`src/cbd_map.svh`:
```
/*
 * Constants for the conditional relative branch decoder: opcode bytes,
 * field positions, phase codes and reset values.
 * Assumes inclusion by bare name from the decoder module.
 */
`ifndef CBD_MAP_SVH
`define CBD_MAP_SVH

`define CBD_OP_NOT_NEG      8'he7
`define CBD_OP_NOT_OVF      8'he5
`define CBD_OP_NOT_ZERO     8'he1
`define CBD_OPC_HI          15
`define CBD_OPC_LO          8
`define CBD_OFS_HI          7
`define CBD_OFS_LO          0
`define CBD_OFS_EXT         12
`define CBD_PC_STEP         21'h000002
`define CBD_PC_RST          21'h000000
`define CBD_Q1              2'h0
`define CBD_Q2              2'h1
`define CBD_Q3              2'h2
`define CBD_Q4              2'h3

`endif

```
`src/cbd_pkg.sv`:
```
/*
 * Types for the conditional relative branch decoder.
 * Assumes cbd_map.svh is on the include path.
 */
package cbd_pkg;
    typedef enum logic [1:0] {
        CBD_ST_EXEC = 2'b00,
        CBD_ST_IDLE = 2'b01
    } cbd_state_e;

    typedef enum logic [1:0] {
        CBD_OP_NONE     = 2'b00,
        CBD_OP_NOT_NEG  = 2'b01,
        CBD_OP_NOT_OVF  = 2'b10,
        CBD_OP_NOT_ZERO = 2'b11
    } cbd_op_e;

    typedef struct packed {
        logic negative;
        logic overflow;
        logic zero;
    } cbd_flags_s;

    typedef struct packed {
        cbd_state_e  state;
        logic [1:0]  phase;
        logic [20:0] pc;
        logic [20:0] base;
        logic [20:0] target;
        logic        taken;
        logic        pc_we;
        logic        stall;
        logic        busy;
    } cbd_state_s;
endpackage

```
`src/cbd_branch.sv`:
```
/*
 * Conditional relative branch decoder and executor. Holds the program
 * counter, steps it by one instruction word per cycle and rewrites it for
 * taken branches of the three not-flag kinds.
 * Assumes: instr_word is valid from Q1 of each instruction cycle, flags are
 * stable during Q1..Q3, and fetch honours fetch_hold (the dead cycle).
 */
// Summary of operation
// - word with upper byte e7 branches when negative flag is clear.
// - word with upper byte e5 branches when overflow flag is clear.
// - word with upper byte e1 branches when zero flag is clear.
// - target is instruction address plus two plus twice the offset.
// - offset byte is signed, doubled and sign-extended before addition.
// - taken branch uses two cycles; second cycle does nothing.
`timescale 1ns/1ps
`include "cbd_map.svh"

module cbd_branch
    import cbd_pkg::*;
#(
    parameter int PC_W = 21
) (
    // clock and reset
    input  wire logic             core_clk,
    input  wire logic             arst_n,
    // fetch side
    input  wire logic [15:0]      instr_word,
    input  wire logic             instr_valid,
    input  wire cbd_flags_s       flags,
    // program counter side
    output logic      [PC_W-1:0]  pc,
    output logic                  pc_write,
    output logic                  fetch_hold,
    output logic      [1:0]       q_phase,
    output logic                  branch_taken,
    output logic                  is_branch
);

    cbd_state_s s_q;
    cbd_state_s s_d;
    cbd_op_e    op;
    logic       cond_ok;
    logic [20:0] ofs2;

    always_comb begin
        op = CBD_OP_NONE;
        if (instr_valid) begin
            unique case (instr_word[`CBD_OPC_HI:`CBD_OPC_LO])
                `CBD_OP_NOT_NEG:  op = CBD_OP_NOT_NEG;
                `CBD_OP_NOT_OVF:  op = CBD_OP_NOT_OVF;
                `CBD_OP_NOT_ZERO: op = CBD_OP_NOT_ZERO;
                default:          op = CBD_OP_NONE;
            endcase
        end
    end

    always_comb begin
        unique case (op)
            CBD_OP_NOT_NEG:  cond_ok = !flags.negative;
            CBD_OP_NOT_OVF:  cond_ok = !flags.overflow;
            CBD_OP_NOT_ZERO: cond_ok = !flags.zero;
            CBD_OP_NONE:     cond_ok = 1'b0;
        endcase
    end

    assign ofs2 = {{`CBD_OFS_EXT{instr_word[`CBD_OFS_HI]}}, instr_word[`CBD_OFS_HI:`CBD_OFS_LO], 1'b0};

    always_comb begin
        s_d = s_q;
        s_d.pc_we = 1'b0;
        s_d.phase = s_q.phase + 2'h1;
        unique case (s_q.state)
            CBD_ST_EXEC: begin
                unique case (s_q.phase)
                    `CBD_Q1: begin
                        s_d.busy  = (op != CBD_OP_NONE);
                        s_d.base  = s_q.pc;
                        s_d.taken = 1'b0;
                    end
                    `CBD_Q2: begin
                        s_d.target = s_q.base + `CBD_PC_STEP + ofs2;
                    end
                    `CBD_Q3: begin
                        s_d.taken = cond_ok;
                        s_d.stall = cond_ok;
                    end
                    `CBD_Q4: begin
                        s_d.busy = 1'b0;
                        if (s_q.taken) begin
                            // write pc, then one dead cycle
                            s_d.pc    = s_q.target;
                            s_d.pc_we = 1'b1;
                            s_d.state = CBD_ST_IDLE;
                        end else begin
                            // untaken: plain step, no write of target
                            s_d.pc = s_q.pc + `CBD_PC_STEP;
                        end
                    end
                endcase
            end
            CBD_ST_IDLE: begin
                if (s_q.phase == `CBD_Q4) begin
                    s_d.state = CBD_ST_EXEC;
                    s_d.stall = 1'b0;
                    s_d.taken = 1'b0;
                end
            end
            default: s_d.state = CBD_ST_EXEC;
        endcase
    end

    always_ff @(posedge core_clk or negedge arst_n) begin
        if (!arst_n) begin
            s_q <= '{state: CBD_ST_EXEC, phase: `CBD_Q1, pc: `CBD_PC_RST, base: `CBD_PC_RST,
                     target: `CBD_PC_RST, taken: 1'b0, pc_we: 1'b0, stall: 1'b0, busy: 1'b0};
        end else begin
            s_q <= s_d;
        end
    end

    assign pc           = s_q.pc[PC_W-1:0];
    assign pc_write     = s_q.pc_we;
    assign fetch_hold   = s_q.stall;
    assign q_phase      = s_q.phase;
    assign branch_taken = s_q.taken;
    assign is_branch    = s_q.busy;

    AST_TARGET: assert property (@(posedge core_clk) disable iff (!arst_n)
        (s_q.state == CBD_ST_EXEC && s_q.phase == `CBD_Q4 && s_q.taken)
        |=> (s_q.pc == $past(s_q.base) + `CBD_PC_STEP + $past(s_q.target - s_q.base - `CBD_PC_STEP)))
        else $error("branch target not loaded");

    // dead cycle after a taken branch holds fetch for all four phases
    AST_DEAD_CYCLE: assert property (@(posedge core_clk) disable iff (!arst_n)
        $rose(s_q.state == CBD_ST_IDLE) |-> (s_q.state == CBD_ST_IDLE && fetch_hold)[*4] ##1 !fetch_hold)
        else $error("dead cycle length wrong");

    // untaken steps pc by one word
    AST_UNTAKEN: assert property (@(posedge core_clk) disable iff (!arst_n)
        (s_q.state == CBD_ST_EXEC && s_q.phase == `CBD_Q4 && !s_q.taken)
        |=> (s_q.pc == $past(s_q.pc) + `CBD_PC_STEP && !pc_write))
        else $error("untaken branch disturbed pc");

    AST_NOT_NEG: assert property (@(posedge core_clk) disable iff (!arst_n)
        (s_q.state == CBD_ST_EXEC && s_q.phase == `CBD_Q3 && op == CBD_OP_NOT_NEG)
        |=> (s_q.taken == !$past(flags.negative)))
        else $error("negative test wrong");

    AST_NOT_OVF: assert property (@(posedge core_clk) disable iff (!arst_n)
        (s_q.state == CBD_ST_EXEC && s_q.phase == `CBD_Q3 && op == CBD_OP_NOT_OVF)
        |=> (s_q.taken == !$past(flags.overflow)))
        else $error("overflow test wrong");

    AST_NOT_ZERO: assert property (@(posedge core_clk) disable iff (!arst_n)
        (s_q.state == CBD_ST_EXEC && s_q.phase == `CBD_Q3 && op == CBD_OP_NOT_ZERO)
        |=> (s_q.taken == !$past(flags.zero)))
        else $error("zero test wrong");

    AST_SIGN: assert property (@(posedge core_clk) disable iff (!arst_n)
        (s_q.state == CBD_ST_EXEC && s_q.phase == `CBD_Q2)
        |=> (s_q.target - s_q.base - `CBD_PC_STEP
             == {{`CBD_OFS_EXT{$past(instr_word[`CBD_OFS_HI])}},
                 $past(instr_word[`CBD_OFS_HI:`CBD_OFS_LO]), 1'b0}))
        else $error("offset not sign extended");

    // pc write only in phase one of the dead cycle
    AST_WRITE_PHASE: assert property (@(posedge core_clk) disable iff (!arst_n)
        pc_write |-> (s_q.phase == `CBD_Q1 && s_q.state == CBD_ST_IDLE && fetch_hold))
        else $error("pc write out of phase");

    AST_PHASE_STEP: assert property (@(posedge core_clk) disable iff (!arst_n)
        1'b1
        |=> (q_phase == $past(q_phase) + 2'h1))
        else $error("phase did not advance");

    AST_BUSY_SPAN: assert property (@(posedge core_clk) disable iff (!arst_n)
        (s_q.state == CBD_ST_EXEC && s_q.phase == `CBD_Q1 && op != CBD_OP_NONE)
        |=> is_branch[*3] ##1 !is_branch)
        else $error("branch marker span wrong");

    AST_NONE_UNTAKEN: assert property (@(posedge core_clk) disable iff (!arst_n)
        (s_q.state == CBD_ST_EXEC && s_q.phase == `CBD_Q3 && op == CBD_OP_NONE)
        |=> !branch_taken)
        else $error("non-branch word taken");

    AST_HOLD_START: assert property (@(posedge core_clk) disable iff (!arst_n)
        (s_q.state == CBD_ST_EXEC && s_q.phase == `CBD_Q3 && cond_ok)
        |=> (fetch_hold && branch_taken && q_phase == `CBD_Q4))
        else $error("hold not raised for taken branch");

    AST_NO_HOLD: assert property (@(posedge core_clk) disable iff (!arst_n)
        (s_q.state == CBD_ST_EXEC && s_q.phase == `CBD_Q3 && !cond_ok)
        |=> (!fetch_hold && !branch_taken))
        else $error("hold raised without branch");

    AST_DEAD_PC: assert property (@(posedge core_clk) disable iff (!arst_n)
        (s_q.state == CBD_ST_IDLE)
        |=> $stable(pc))
        else $error("pc moved in dead cycle");

    AST_ONE_WRITE: assert property (@(posedge core_clk) disable iff (!arst_n)
        pc_write
        |=> !pc_write)
        else $error("pc write longer than one clock");

    AST_RESUME: assert property (@(posedge core_clk) disable iff (!arst_n)
        $fell(fetch_hold)
        |-> (s_q.state == CBD_ST_EXEC && q_phase == `CBD_Q1 && !branch_taken))
        else $error("fetch resumed out of phase");

endmodule

```
`config.mk`:
```
export PLATFORM = sky130hd
export DESIGN_NAME = cbd_branch
export DESIGN_NICKNAME = d
export VERILOG_FILES = /design/src/cbd_pkg.sv /design/src/cbd_branch.sv
export VERILOG_INCLUDE_DIRS = /design/src
export SDC_FILE = /design/constraint.sdc
export NUM_CORES = 1
export LEC_CHECK = 0
export ABC_AREA = 1
export BUFFER_PORTS_ARGS = -buffer_cell sky130_fd_sc_hd__buf_2
export CELL_PAD_IN_SITES_DETAIL_PLACEMENT = 1
export CELL_PAD_IN_SITES_GLOBAL_PLACEMENT = 1
export CORE_MARGIN = 2
export CORE_UTILIZATION = 44
export CTS_CLUSTER_SIZE = 14
export DETAILED_ROUTE_END_ITERATION = 10
export GPL_TIMING_DRIVEN = 0
export PLACE_DENSITY = 0.88
export SLEW_MARGIN = 20
export SYNTH_ARGS = -nofsm -noshare
export SYNTH_HDL_FRONTEND = slang
export SYNTH_SLANG_ARGS = --single-unit
```
`constraint.sdc`:
```
create_clock -name core_clk -period 2.4 [get_ports core_clk]
set_input_delay 0.12 -clock core_clk [delete_from_list [all_inputs] [get_ports core_clk]]
set_output_delay 0.12 -clock core_clk [all_outputs]
set_load 0.01 [all_outputs]
```
==> flow_summary.ini, run 1 <==
[run_status]
status = finished clean

[sta]
worstMarginPinSlew_ns = 0.5795
period_share = 0.9437
clock.fmax_ghz = 0.4415
drv_slew = 0
setup_viol = 0
hold_viol = 0
relSlewSlack = 0.6136
final.setup.worst_slack_ns = 0.1351
skew_ns = 0.01180
min_period_ns = 2.265
rsz0062_at_grt = false
fin_tns_setup_ns = 0

[final_layout]
n_antenna_cell = 0
fillers = 1331
areaGrowthSynthToFinish_pct = 13.81
nets = 760
drive_gt1_frac = 0.1514

[cts]
clk_pin_slew_worst_paths_ns = 0.09
insertion_delay_ns = 0.36
cts.sinks = 70
root_buffer = clkbuf_8
cts_tree = done
cts_setup_buffers = 0
cts_buffers = 9
htreeDepth = 3
cts_max_path_buffers = 2

[worst_setup_path]
critPathRequiredTime_ns = 2.65
crit_path_start_kind = register
reg2regPathDepth = 11
r2r_slack_ns = 0.14
path_class = register to register
cp_max_fo = 4
critical_path_arrival_ns = 2.52
end_kind = register
r2r-start = s_q[27]
cp-startpoint = s_q[27]
reg2reg_to = s_q[22]

[global_route]
grt_pass1_vias = 4854
grt.met1_usage = 0.3160
gr-usage-met2 = 0.4753
antenna_found_initial = 0
grt.overflow.total = 0
busiest_layer = met2
grt_pass1_wl_um = 23380
grt_max_degree = 59
grt_usage = 0.2577
use_met3 = 0.03087

[routing]
ant_nets = 0
wl_per_cell_um = 16.81
firstDrtPassIters = 5
remaining_drc_errors = 0
drtIter0Drc = 259
wirelength_um = 14050
via_count = 4493
viasPerCell = 5.374

[floorplanning]
die_area_um2 = 11610
io_pins = 49
core_area_um2 = 10370
start_util = 0.4568
die_w_um = 107.8
rows = 37
dieHeight_um = 107.8

[yosys]
async_reset_ff_frac = 1.000
ys_seq_area_frac = 0.3698
syn_nets = 699
synth.distinct_cells = 34
avgSynthCellArea_um2 = 7.472
synth_edf_count = 0
synth_warnings = 0
synth-seq-cells = 70
syn_area_um2 = 4737
netlist_instances = 634
synth_ff_type = dfrtp_1

[hold_path]
min-delay-start = instr_word[0]
hold-path-endpoint = s_q[5]
hold_depth = 4
min_path_type = input port to register

[placed_design]
gp_congestion = 0.8706
hpwl_um = 11150
place_ws_ns = 0.04441
place.port_buffers = 48

[power]
power_density_nw_per_um2 = 860.6
p_leak_nw = 2.851
irDropWorstVdd_v = 0.0005100

[flow_run]
maxCapViolations = 0
flip-flops by register name, indices dropped and copies added (netlist names):
name / cells
pc_write: 1
is_branch: 1
s_q: 43
branch_taken: 1
q_phase: 2
fetch_hold: 1
pc: 21
cell type report:
| cell class | count | area, um2 | area share |
|---|---|---|---|
| Buffer | 35 | 230.2 | 0.04270 |
| Clock buffer | 9 | 123.9 | 0.02298 |
| Clock inverter | 7 | 75.07 | 0.01392 |
| Inverter | 69 | 259.0 | 0.04804 |
| Multi-Input combinational cell | 460 | 2501 | 0.4639 |
| Sequential cell | 70 | 1752 | 0.3249 |
| Tap cell | 136 | 170.2 | 0.03156 |
| Timing Repair Buffer | 50 | 280.3 | 0.05198 |
where the power goes:
| group | switching [mW] | total (mW) | internal [mW] |
|---|---|---|---|
| Sequential | 0.306 | 1.81 | 1.51 |
| Combinational | 1.11 | 1.87 | 0.763 |
| Clock | 0.545 | 0.957 | 0.412 |
| Total | 1.96 | 4.64 | 2.68 |
synthesized netlist by cell type (3+ instances only):
cell / n / area [um2]
nand2_1: 203 / 762.0
dfrtp_1: 70 / 1752
inv_1: 67 / 251.5
o21ai_0: 46 / 230.2
nor2_1: 44 / 165.2
nand3_1: 43 / 215.2
ha_1: 42 / 525.5
buf_4: 23 / 172.7
a21oi_1: 22 / 110.1
o211ai_1: 9 / 67.56
xnor2_1: 9 / 78.83
clkbuf_1: 7 / 26.28
nor3_1: 7 / 35.03
buf_2: 4 / 20.02
nand3b_1: 4 / 30.03
nand4_1: 4 / 25.02
xor2_1: 4 / 35.03
nor2_4: 3 / 33.78
o221ai_1: 3 / 26.28
cell usage in the layout (no fill, tap or decap), types with 4 or more instances in the layout:
master,instances
clkbuf_1,7
nor3_1,7
nand3_1,43
buf_2,51
nand2_1,202
o21ai_0,46
ha_1,42
clkbuf_8,9
dfrtp_1,70
nand3b_1,4
o211ai_1,9
nor2_1,44
buf_4,24
a21oi_1,22
xnor2_1,9
nand4_1,4
inv_1,67
xor2_1,4
through the flow:
step	std cells	instance area, um2	utilization	hold WS [ns]	total power, mW
floorplan	634	4737	-	-0.1756	3.053
CTS	836	5386	0.5194	0.1220	4.664
detailed placement	819	5177	0.4993	-0.01014	3.695
finish	836	5391	0.5199	0.1200	4.640
global placement	818	5147	0.4964	0.4670	3.555
global route	836	5391	0.5199	0.1754	5.004
worst max-delay path: stages (launching register included):
cell and delay (ns):
dfrtp_1 0.41, ha_1 0.28, ha_1 0.25, fa_2 0.39, nand3_1 0.10, nand3_1 0.14
nand2_1 0.12, nand2_2 0.10, nand2_1 0.10, nand3b_1 0.08, nand3_1 0.11, nand2_1 0.07
what timing repair did:
item | 4_1_cts | 5_1_grt
resized for setup | 0 | 2
endpoints found under the setup margin | 0 | 4
hold endpoints to repair | 70 | 0
hold buffers | 1 | 0
worst max-delay path by stage:
stage | to | slack, ns | cells after the start
after floorplan | s_q[22] | 0.40 | 11
after global placement | s_q[22] | 0.10 | 11
after detailed placement | s_q[22] | 0.04 | 11
after CTS | s_q[22] | 0.01 | 11
after global routing | s_q[22] | 0.01 | 11
final | s_q[22] | 0.14 | 11
kinds of logic (layout without fill, tap and decap cells):
kind of cell	count (synthesis)	count (layout)	synth area share
muxes	1	1	0.002377
and+or+nand+nor	316	316	0.2842
AOI/OAI and AO/OA	87	87	0.1012
xor gates and xnor gates	13	13	0.02404
DFF	70	70	0.3698
buffers and inverters	104	170	0.1033
adders and majority gates	43	43	0.1152
metal layers:
metal / wire length (um) / up-vias
li1: - / 2154
met1: 5813 / 2229
met5: 0 / -
met3: 452 / 22
met4: 269 / 0
met2: 7517 / 88
(Power assumes the default switching activity.)
==> run 2: changes to the inputs <==
ABC_AREA = unset   (was 1)
ABC_CLOCK_PERIOD_IN_PS = 2400   (was unset)
CORE_ASPECT_RATIO = 0.75   (was unset)
CORE_UTILIZATION = 46   (was 44)
PLACE_DENSITY = 0.87   (was 0.88)
==> flow_summary.ini, run 2 <==
[sta]
relSlewSlack = 0.4282
clock.fmax_ghz = 0.3927
fin_tns_setup_ns = -0.4293
hold_viol = 0
final.setup.worst_slack_ns = -0.1467
drv_slew = 0
worstMarginPinSlew_ns = 0.8560
rsz0062_at_grt = true
period_share = 1.061
min_period_ns = 2.547
fin_hold_ws_ns = 0.06241
setup_viol = 6
skew_ns = 0.003982

[final_layout]
areaGrowthSynthToFinish_pct = 20.13
nets = 614
finalInstanceArea_um2 = 5459
seq_area_um2 = 1752
n_antenna_cell = 0
fillers = 1120
layout_commonest_cell = dfrtp_1
multi_input_area_um2 = 2601
drive_gt1_frac = 0.2857
final_cells = 685
final_cell_mix = dfrtp_1 (70), nand2_1 (59), buf_2 (48)
regMostFlops = s_q
largest_reg_flops = 43

[yosys]
synth-seq-cells = 70
netlist_instances = 478
synth_warnings = 0
synth_edf_count = 0
syn_nets = 543
synthTopCellsByCount = dfrtp_1 (70), nand2_1 (59), a21oi_1 (44)
synth_area_leaders = dfrtp_1 (39%), ha_1 (12%), mux2_2 (5.0%)
async_reset_ff_frac = 1.000
ys_seq_area_frac = 0.3855
synth.most_common_cell = dfrtp_1
avgSynthCellArea_um2 = 9.507
yosys.area.top_type_share = 0.3855
synth.distinct_cells = 66
syn_area_um2 = 4544
synth_ff_type = dfrtp_1
yosys.area.top_type = dfrtp_1

[global_route]
grt.overflow.total = 0
grt_pass1_vias = 4191
antenna_found_initial = 0
grt_max_degree = 59
grt_usage = 0.2621
grt_pass1_wl_um = 21910

[routing]
drtIter0Drc = 226
viasPerCell = 5.876
wl_per_cell_um = 20.00
wirelength_um = 13700
ant_nets = 0
via_count = 4025
firstDrtPassIters = 4
remaining_drc_errors = 0

[floorplanning]
die_area_um2 = 10700
core_area_um2 = 9619
start_util = 0.4724
die_w_um = 118.8
dieHeight_um = 90.08
rows = 31
io_pins = 49

[worst_setup_path]
critical_path_arrival_ns = 2.74
cp_max_fo = 3
end_kind = register
crit_path_start_kind = register
path_class = register to register
critPathRequiredTime_ns = 2.59

[power]
p_leak_nw = 2.570
irDropWorstVdd_v = 0.0005658
power_density_nw_per_um2 = 685.8

[cts]
clk_pin_slew_worst_paths_ns = 0.05
cts_tree = done
cts.sinks = 70
cts_buffers = 9
insertion_delay_ns = 0.33
htreeDepth = 3
cts_max_path_buffers = 2
root_buffer = clkbuf_16

[hold_path]
min_path_type = input port to register

[placed_design]
gp_congestion = 0.8828
placed_cells = 659
place.port_buffers = 48
placed_area_um2 = 4994
hpwl_um = 10060

[run_status]
violations = setup timing
status = complete, but fails checks

[flow_run]
maxCapViolations = 0
## run 2: worst paths after layout
kind / startpoint / endpoint / slack [ns] / cells past startpoint
worst max register to register: s_q[26] / s_q[24] / -0.15 / 11
worst max-delay path: s_q[26] / s_q[24] / -0.15 / 11
max in group asynchronous: arst_n / s_q[6] / 1.66 / 3
min in group asynchronous: arst_n / s_q[43] / 0.20 / 2
worst min-delay path: instr_word[11] / is_branch / 0.06 / 4
worst min register to register: s_q[6] / s_q[6] / 0.48 / 2
## run 2: layout make-up
| class | count | share of cell area |
|---|---|---|
| Sequential cell | 70 | 0.3209 |
| Buffer | 41 | 0.04630 |
| Inverter | 17 | 0.01169 |
| Clock buffer | 14 | 0.04836 |
| Multi-Input combinational cell | 350 | 0.4765 |
| Timing Repair Buffer | 60 | 0.06509 |
| Clock inverter | 1 | 0.0009168 |
| Tap cell | 132 | 0.03025 |
## run 2: power breakdown
part           switching (mW)  total, mW  internal [mW]
clock                   0.470       1.22          0.749
sequential              0.159       1.50           1.34
combinational           0.536       1.02          0.487
total                    1.16       3.74           2.58
## run 2: cells by family (layout without fill, tap and decap cells)
logic type,count (synthesis),in the layout,synth area share
compound gates,139,139,0.1897
simple gates,129,129,0.1484
flops,70,70,0.3855
buf+inv,58,133,0.06966
fa+ha+maj,43,43,0.1200
mux,22,22,0.05397
xor+xnor,17,17,0.03276
## run 2: critical path: stages, from the launching register on
cell      delay, ns
dfrtp_1        0.37
inv_1          0.06
ha_2           0.18
inv_2          0.05
ha_4           0.16
fa_2           0.36
a21o_1         0.22
a221oi_4       0.37
o31ai_4        0.14
a21oi_2        0.18
mux2i_1        0.20
o311ai_1       0.12
## run 2: per-layer routing
metal	global-route usage	vias up	share of wire	routed length (um)
li1	-	1852	-	-
met1	0.3449	2046	0.45	6131
met2	0.4363	102	0.49	6759
met3	0.05266	25	0.041	558
met4	0.07937	0	0.018	252
met5	0	-	0	0
## run 2: timing repair
action | in CTS | in global routing
gates resized for setup | 7 | 19
pin swaps | 10 | 13
setup endpoints to repair | 9 | 12
cloned | 0 | 0
endpoints found under the hold margin | 70 | 0
hold buffers | 1 | 0
buffers inserted | 7 | 5
## run 2: through the flow
stage | util | power, mW | setup slack (ns)
after floorplan | - | 2.083 | 0.008158
after global routing | 0.5675 | 3.944 | -0.2496
final | 0.5675 | 3.744 | -0.1467
after CTS | 0.5567 | 3.660 | -0.1903
after global placement | 0.5160 | 2.313 | -0.1728
after detailed placement | 0.5191 | 2.369 | -0.2173
==> run 3: changes to the inputs <==
CORE_UTILIZATION = 32   (was 46)
PLACE_DENSITY = 0.66   (was 0.87)
==> flow_summary.ini, run 3 (same netlist as run 2, synthesis figures left out) <==
[global_route]
grt.overflow.total = 0
antenna_found_initial = 0
grt_usage = 0.1860
grt_pass1_vias = 4019
grt_pass1_wl_um = 21690
grt_max_degree = 55

[routing]
remaining_drc_errors = 0
wl_per_cell_um = 18.85
viasPerCell = 5.329
drtIter0Drc = 260
wirelength_um = 13710
via_count = 3874
ant_nets = 0
firstDrtPassIters = 4

[cts]
cts_max_path_buffers = 2
cts.sinks = 70
clk_pin_slew_worst_paths_ns = 0.06
htreeDepth = 3
root_buffer = clkbuf_16
insertion_delay_ns = 0.34
cts_tree = done
cts_buffers = 9

[final_layout]
n_antenna_cell = 0
final_cell_mix = dfrtp_1 (70), nand2_1 (59), buf_2 (48)
finalInstanceArea_um2 = 5560
regMostFlops = s_q
largest_reg_flops = 43
nets = 614
areaGrowthSynthToFinish_pct = 22.36
fillers = 1604
drive_gt1_frac = 0.2899
layout_commonest_cell = dfrtp_1

[sta]
min_period_ns = 2.533
drv_slew = 0
fin_hold_ws_ns = 0.05367
hold_viol = 0
fin_tns_setup_ns = -0.2790
rsz0062_at_grt = true
clock.fmax_ghz = 0.3948
worstMarginPinSlew_ns = 0.8696
period_share = 1.055
setup_viol = 3
final.setup.worst_slack_ns = -0.1330
relSlewSlack = 0.4191
skew_ns = 0.008644

[power]
p_sw_frac = 0.3055
power_frac_seq = 0.386
p_int_mw = 2.684
power_density_nw_per_um2 = 695.1
pwr-share-comb = 0.264
irDropWorstVdd_v = 0.0004175
switching_power_mw = 1.181
p_clk_frac = 0.349
p_leak_nw = 2.581

[floorplanning]
dieHeight_um = 107.2
core_area_um2 = 13800
io_pins = 49
die_area_um2 = 15180
start_util = 0.3294
die_w_um = 141.6
rows = 37

[worst_setup_path]
reg2regPathDepth = 11
r2r-start = s_q[26]
end_kind = register
critical_path_arrival_ns = 2.72
cp_max_fo = 3
critPathRequiredTime_ns = 2.59
crit_path_start_kind = register
path_class = register to register
r2r_slack_ns = -0.13
reg2reg_to = s_q[24]

[run_status]
status = complete, but fails checks
violations = setup timing

[placed_design]
placed_area_um2 = 5047
place.port_buffers = 48
gp_congestion = 0.8617
hpwl_um = 10260

[flow_run]
maxCapViolations = 0

[hold_path]
hold_depth = 4
min_path_type = input port to register
hold-path-endpoint = is_branch
min-delay-start = instr_word[11]
run 3: power by group through the flow:
stage,clock [mW],combinational [mW],sequential [mW]
after floorplan,0,0.626,1.46
after global placement,0,0.823,1.51
after detailed placement,0,0.860,1.51
after CTS,1.38,0.908,1.49
after global routing,1.42,1.15,1.51
final,1.35,1.02,1.49
run 3: layout make-up:
cell class,count,area [um2],share of cell area
Multi-Input combinational cell,350,2624,0.4719
Clock inverter,1,30.03,0.005401
Timing Repair Buffer,60,359.1,0.06458
Clock buffer,13,260.3,0.04680
Sequential cell,70,1752,0.3150
Inverter,17,63.81,0.01148
Buffer,41,252.7,0.04545
Tap cell,175,219.0,0.03938
run 3: metrics by stage:
step | std cells | total power [mW] | setup slack, ns | utilization
after floorplan | 478 | 2.083 | 0.008158 | -
after global placement | 701 | 2.331 | -0.2078 | 0.3637
after detailed placement | 702 | 2.372 | -0.2407 | 0.3659
after CTS | 722 | 3.786 | -0.1652 | 0.3930
after global routing | 727 | 4.082 | -0.2382 | 0.4030
final | 727 | 3.865 | -0.1330 | 0.4030
run 3: layer usage:
layer,up-vias,track usage,share of wire
li1,1846,-,-
met1,1936,0.2626,0.49
met2,76,0.2906,0.46
met3,16,0.03841,0.039
met4,0,0.04929,0.013
met5,-,0,0
run 3: critical path: stages, from the launching register on:
cell and delay (ns):
dfrtp_1 0.37, inv_1 0.06, ha_2 0.17, inv_2 0.05, ha_4 0.15, fa_2 0.36
a21o_1 0.22, a221oi_4 0.38, o31ai_4 0.13, a21oi_2 0.18, mux2i_1 0.20, o311ai_1 0.11
run 3: what timing repair did:
| action | CTS | global route |
|---|---|---|
| pin swaps | 10 | 13 |
| gates resized for setup | 6 | 24 |
| cloned | 0 | 0 |
| setup buffers | 5 | 6 |
| hold endpoints to repair | 25 | 0 |
| setup endpoints to repair | 7 | 12 |
| hold buffers | 1 | 0 |
run 3: worst max path at each step:
| stage | cells after the start | startpoint | end |
|---|---|---|---|
| 2_1_floorplan | 9 | s_q[27] | s_q[24] |
| 3_3_place_gp | 9 | s_q[27] | s_q[24] |
| 3_5_place_dp | 9 | s_q[27] | s_q[24] |
| 4_1_cts | 9 | s_q[27] | s_q[24] |
| 5_1_grt | 11 | s_q[26] | s_q[24] |
| 6_report | 11 | s_q[26] | s_q[24] |
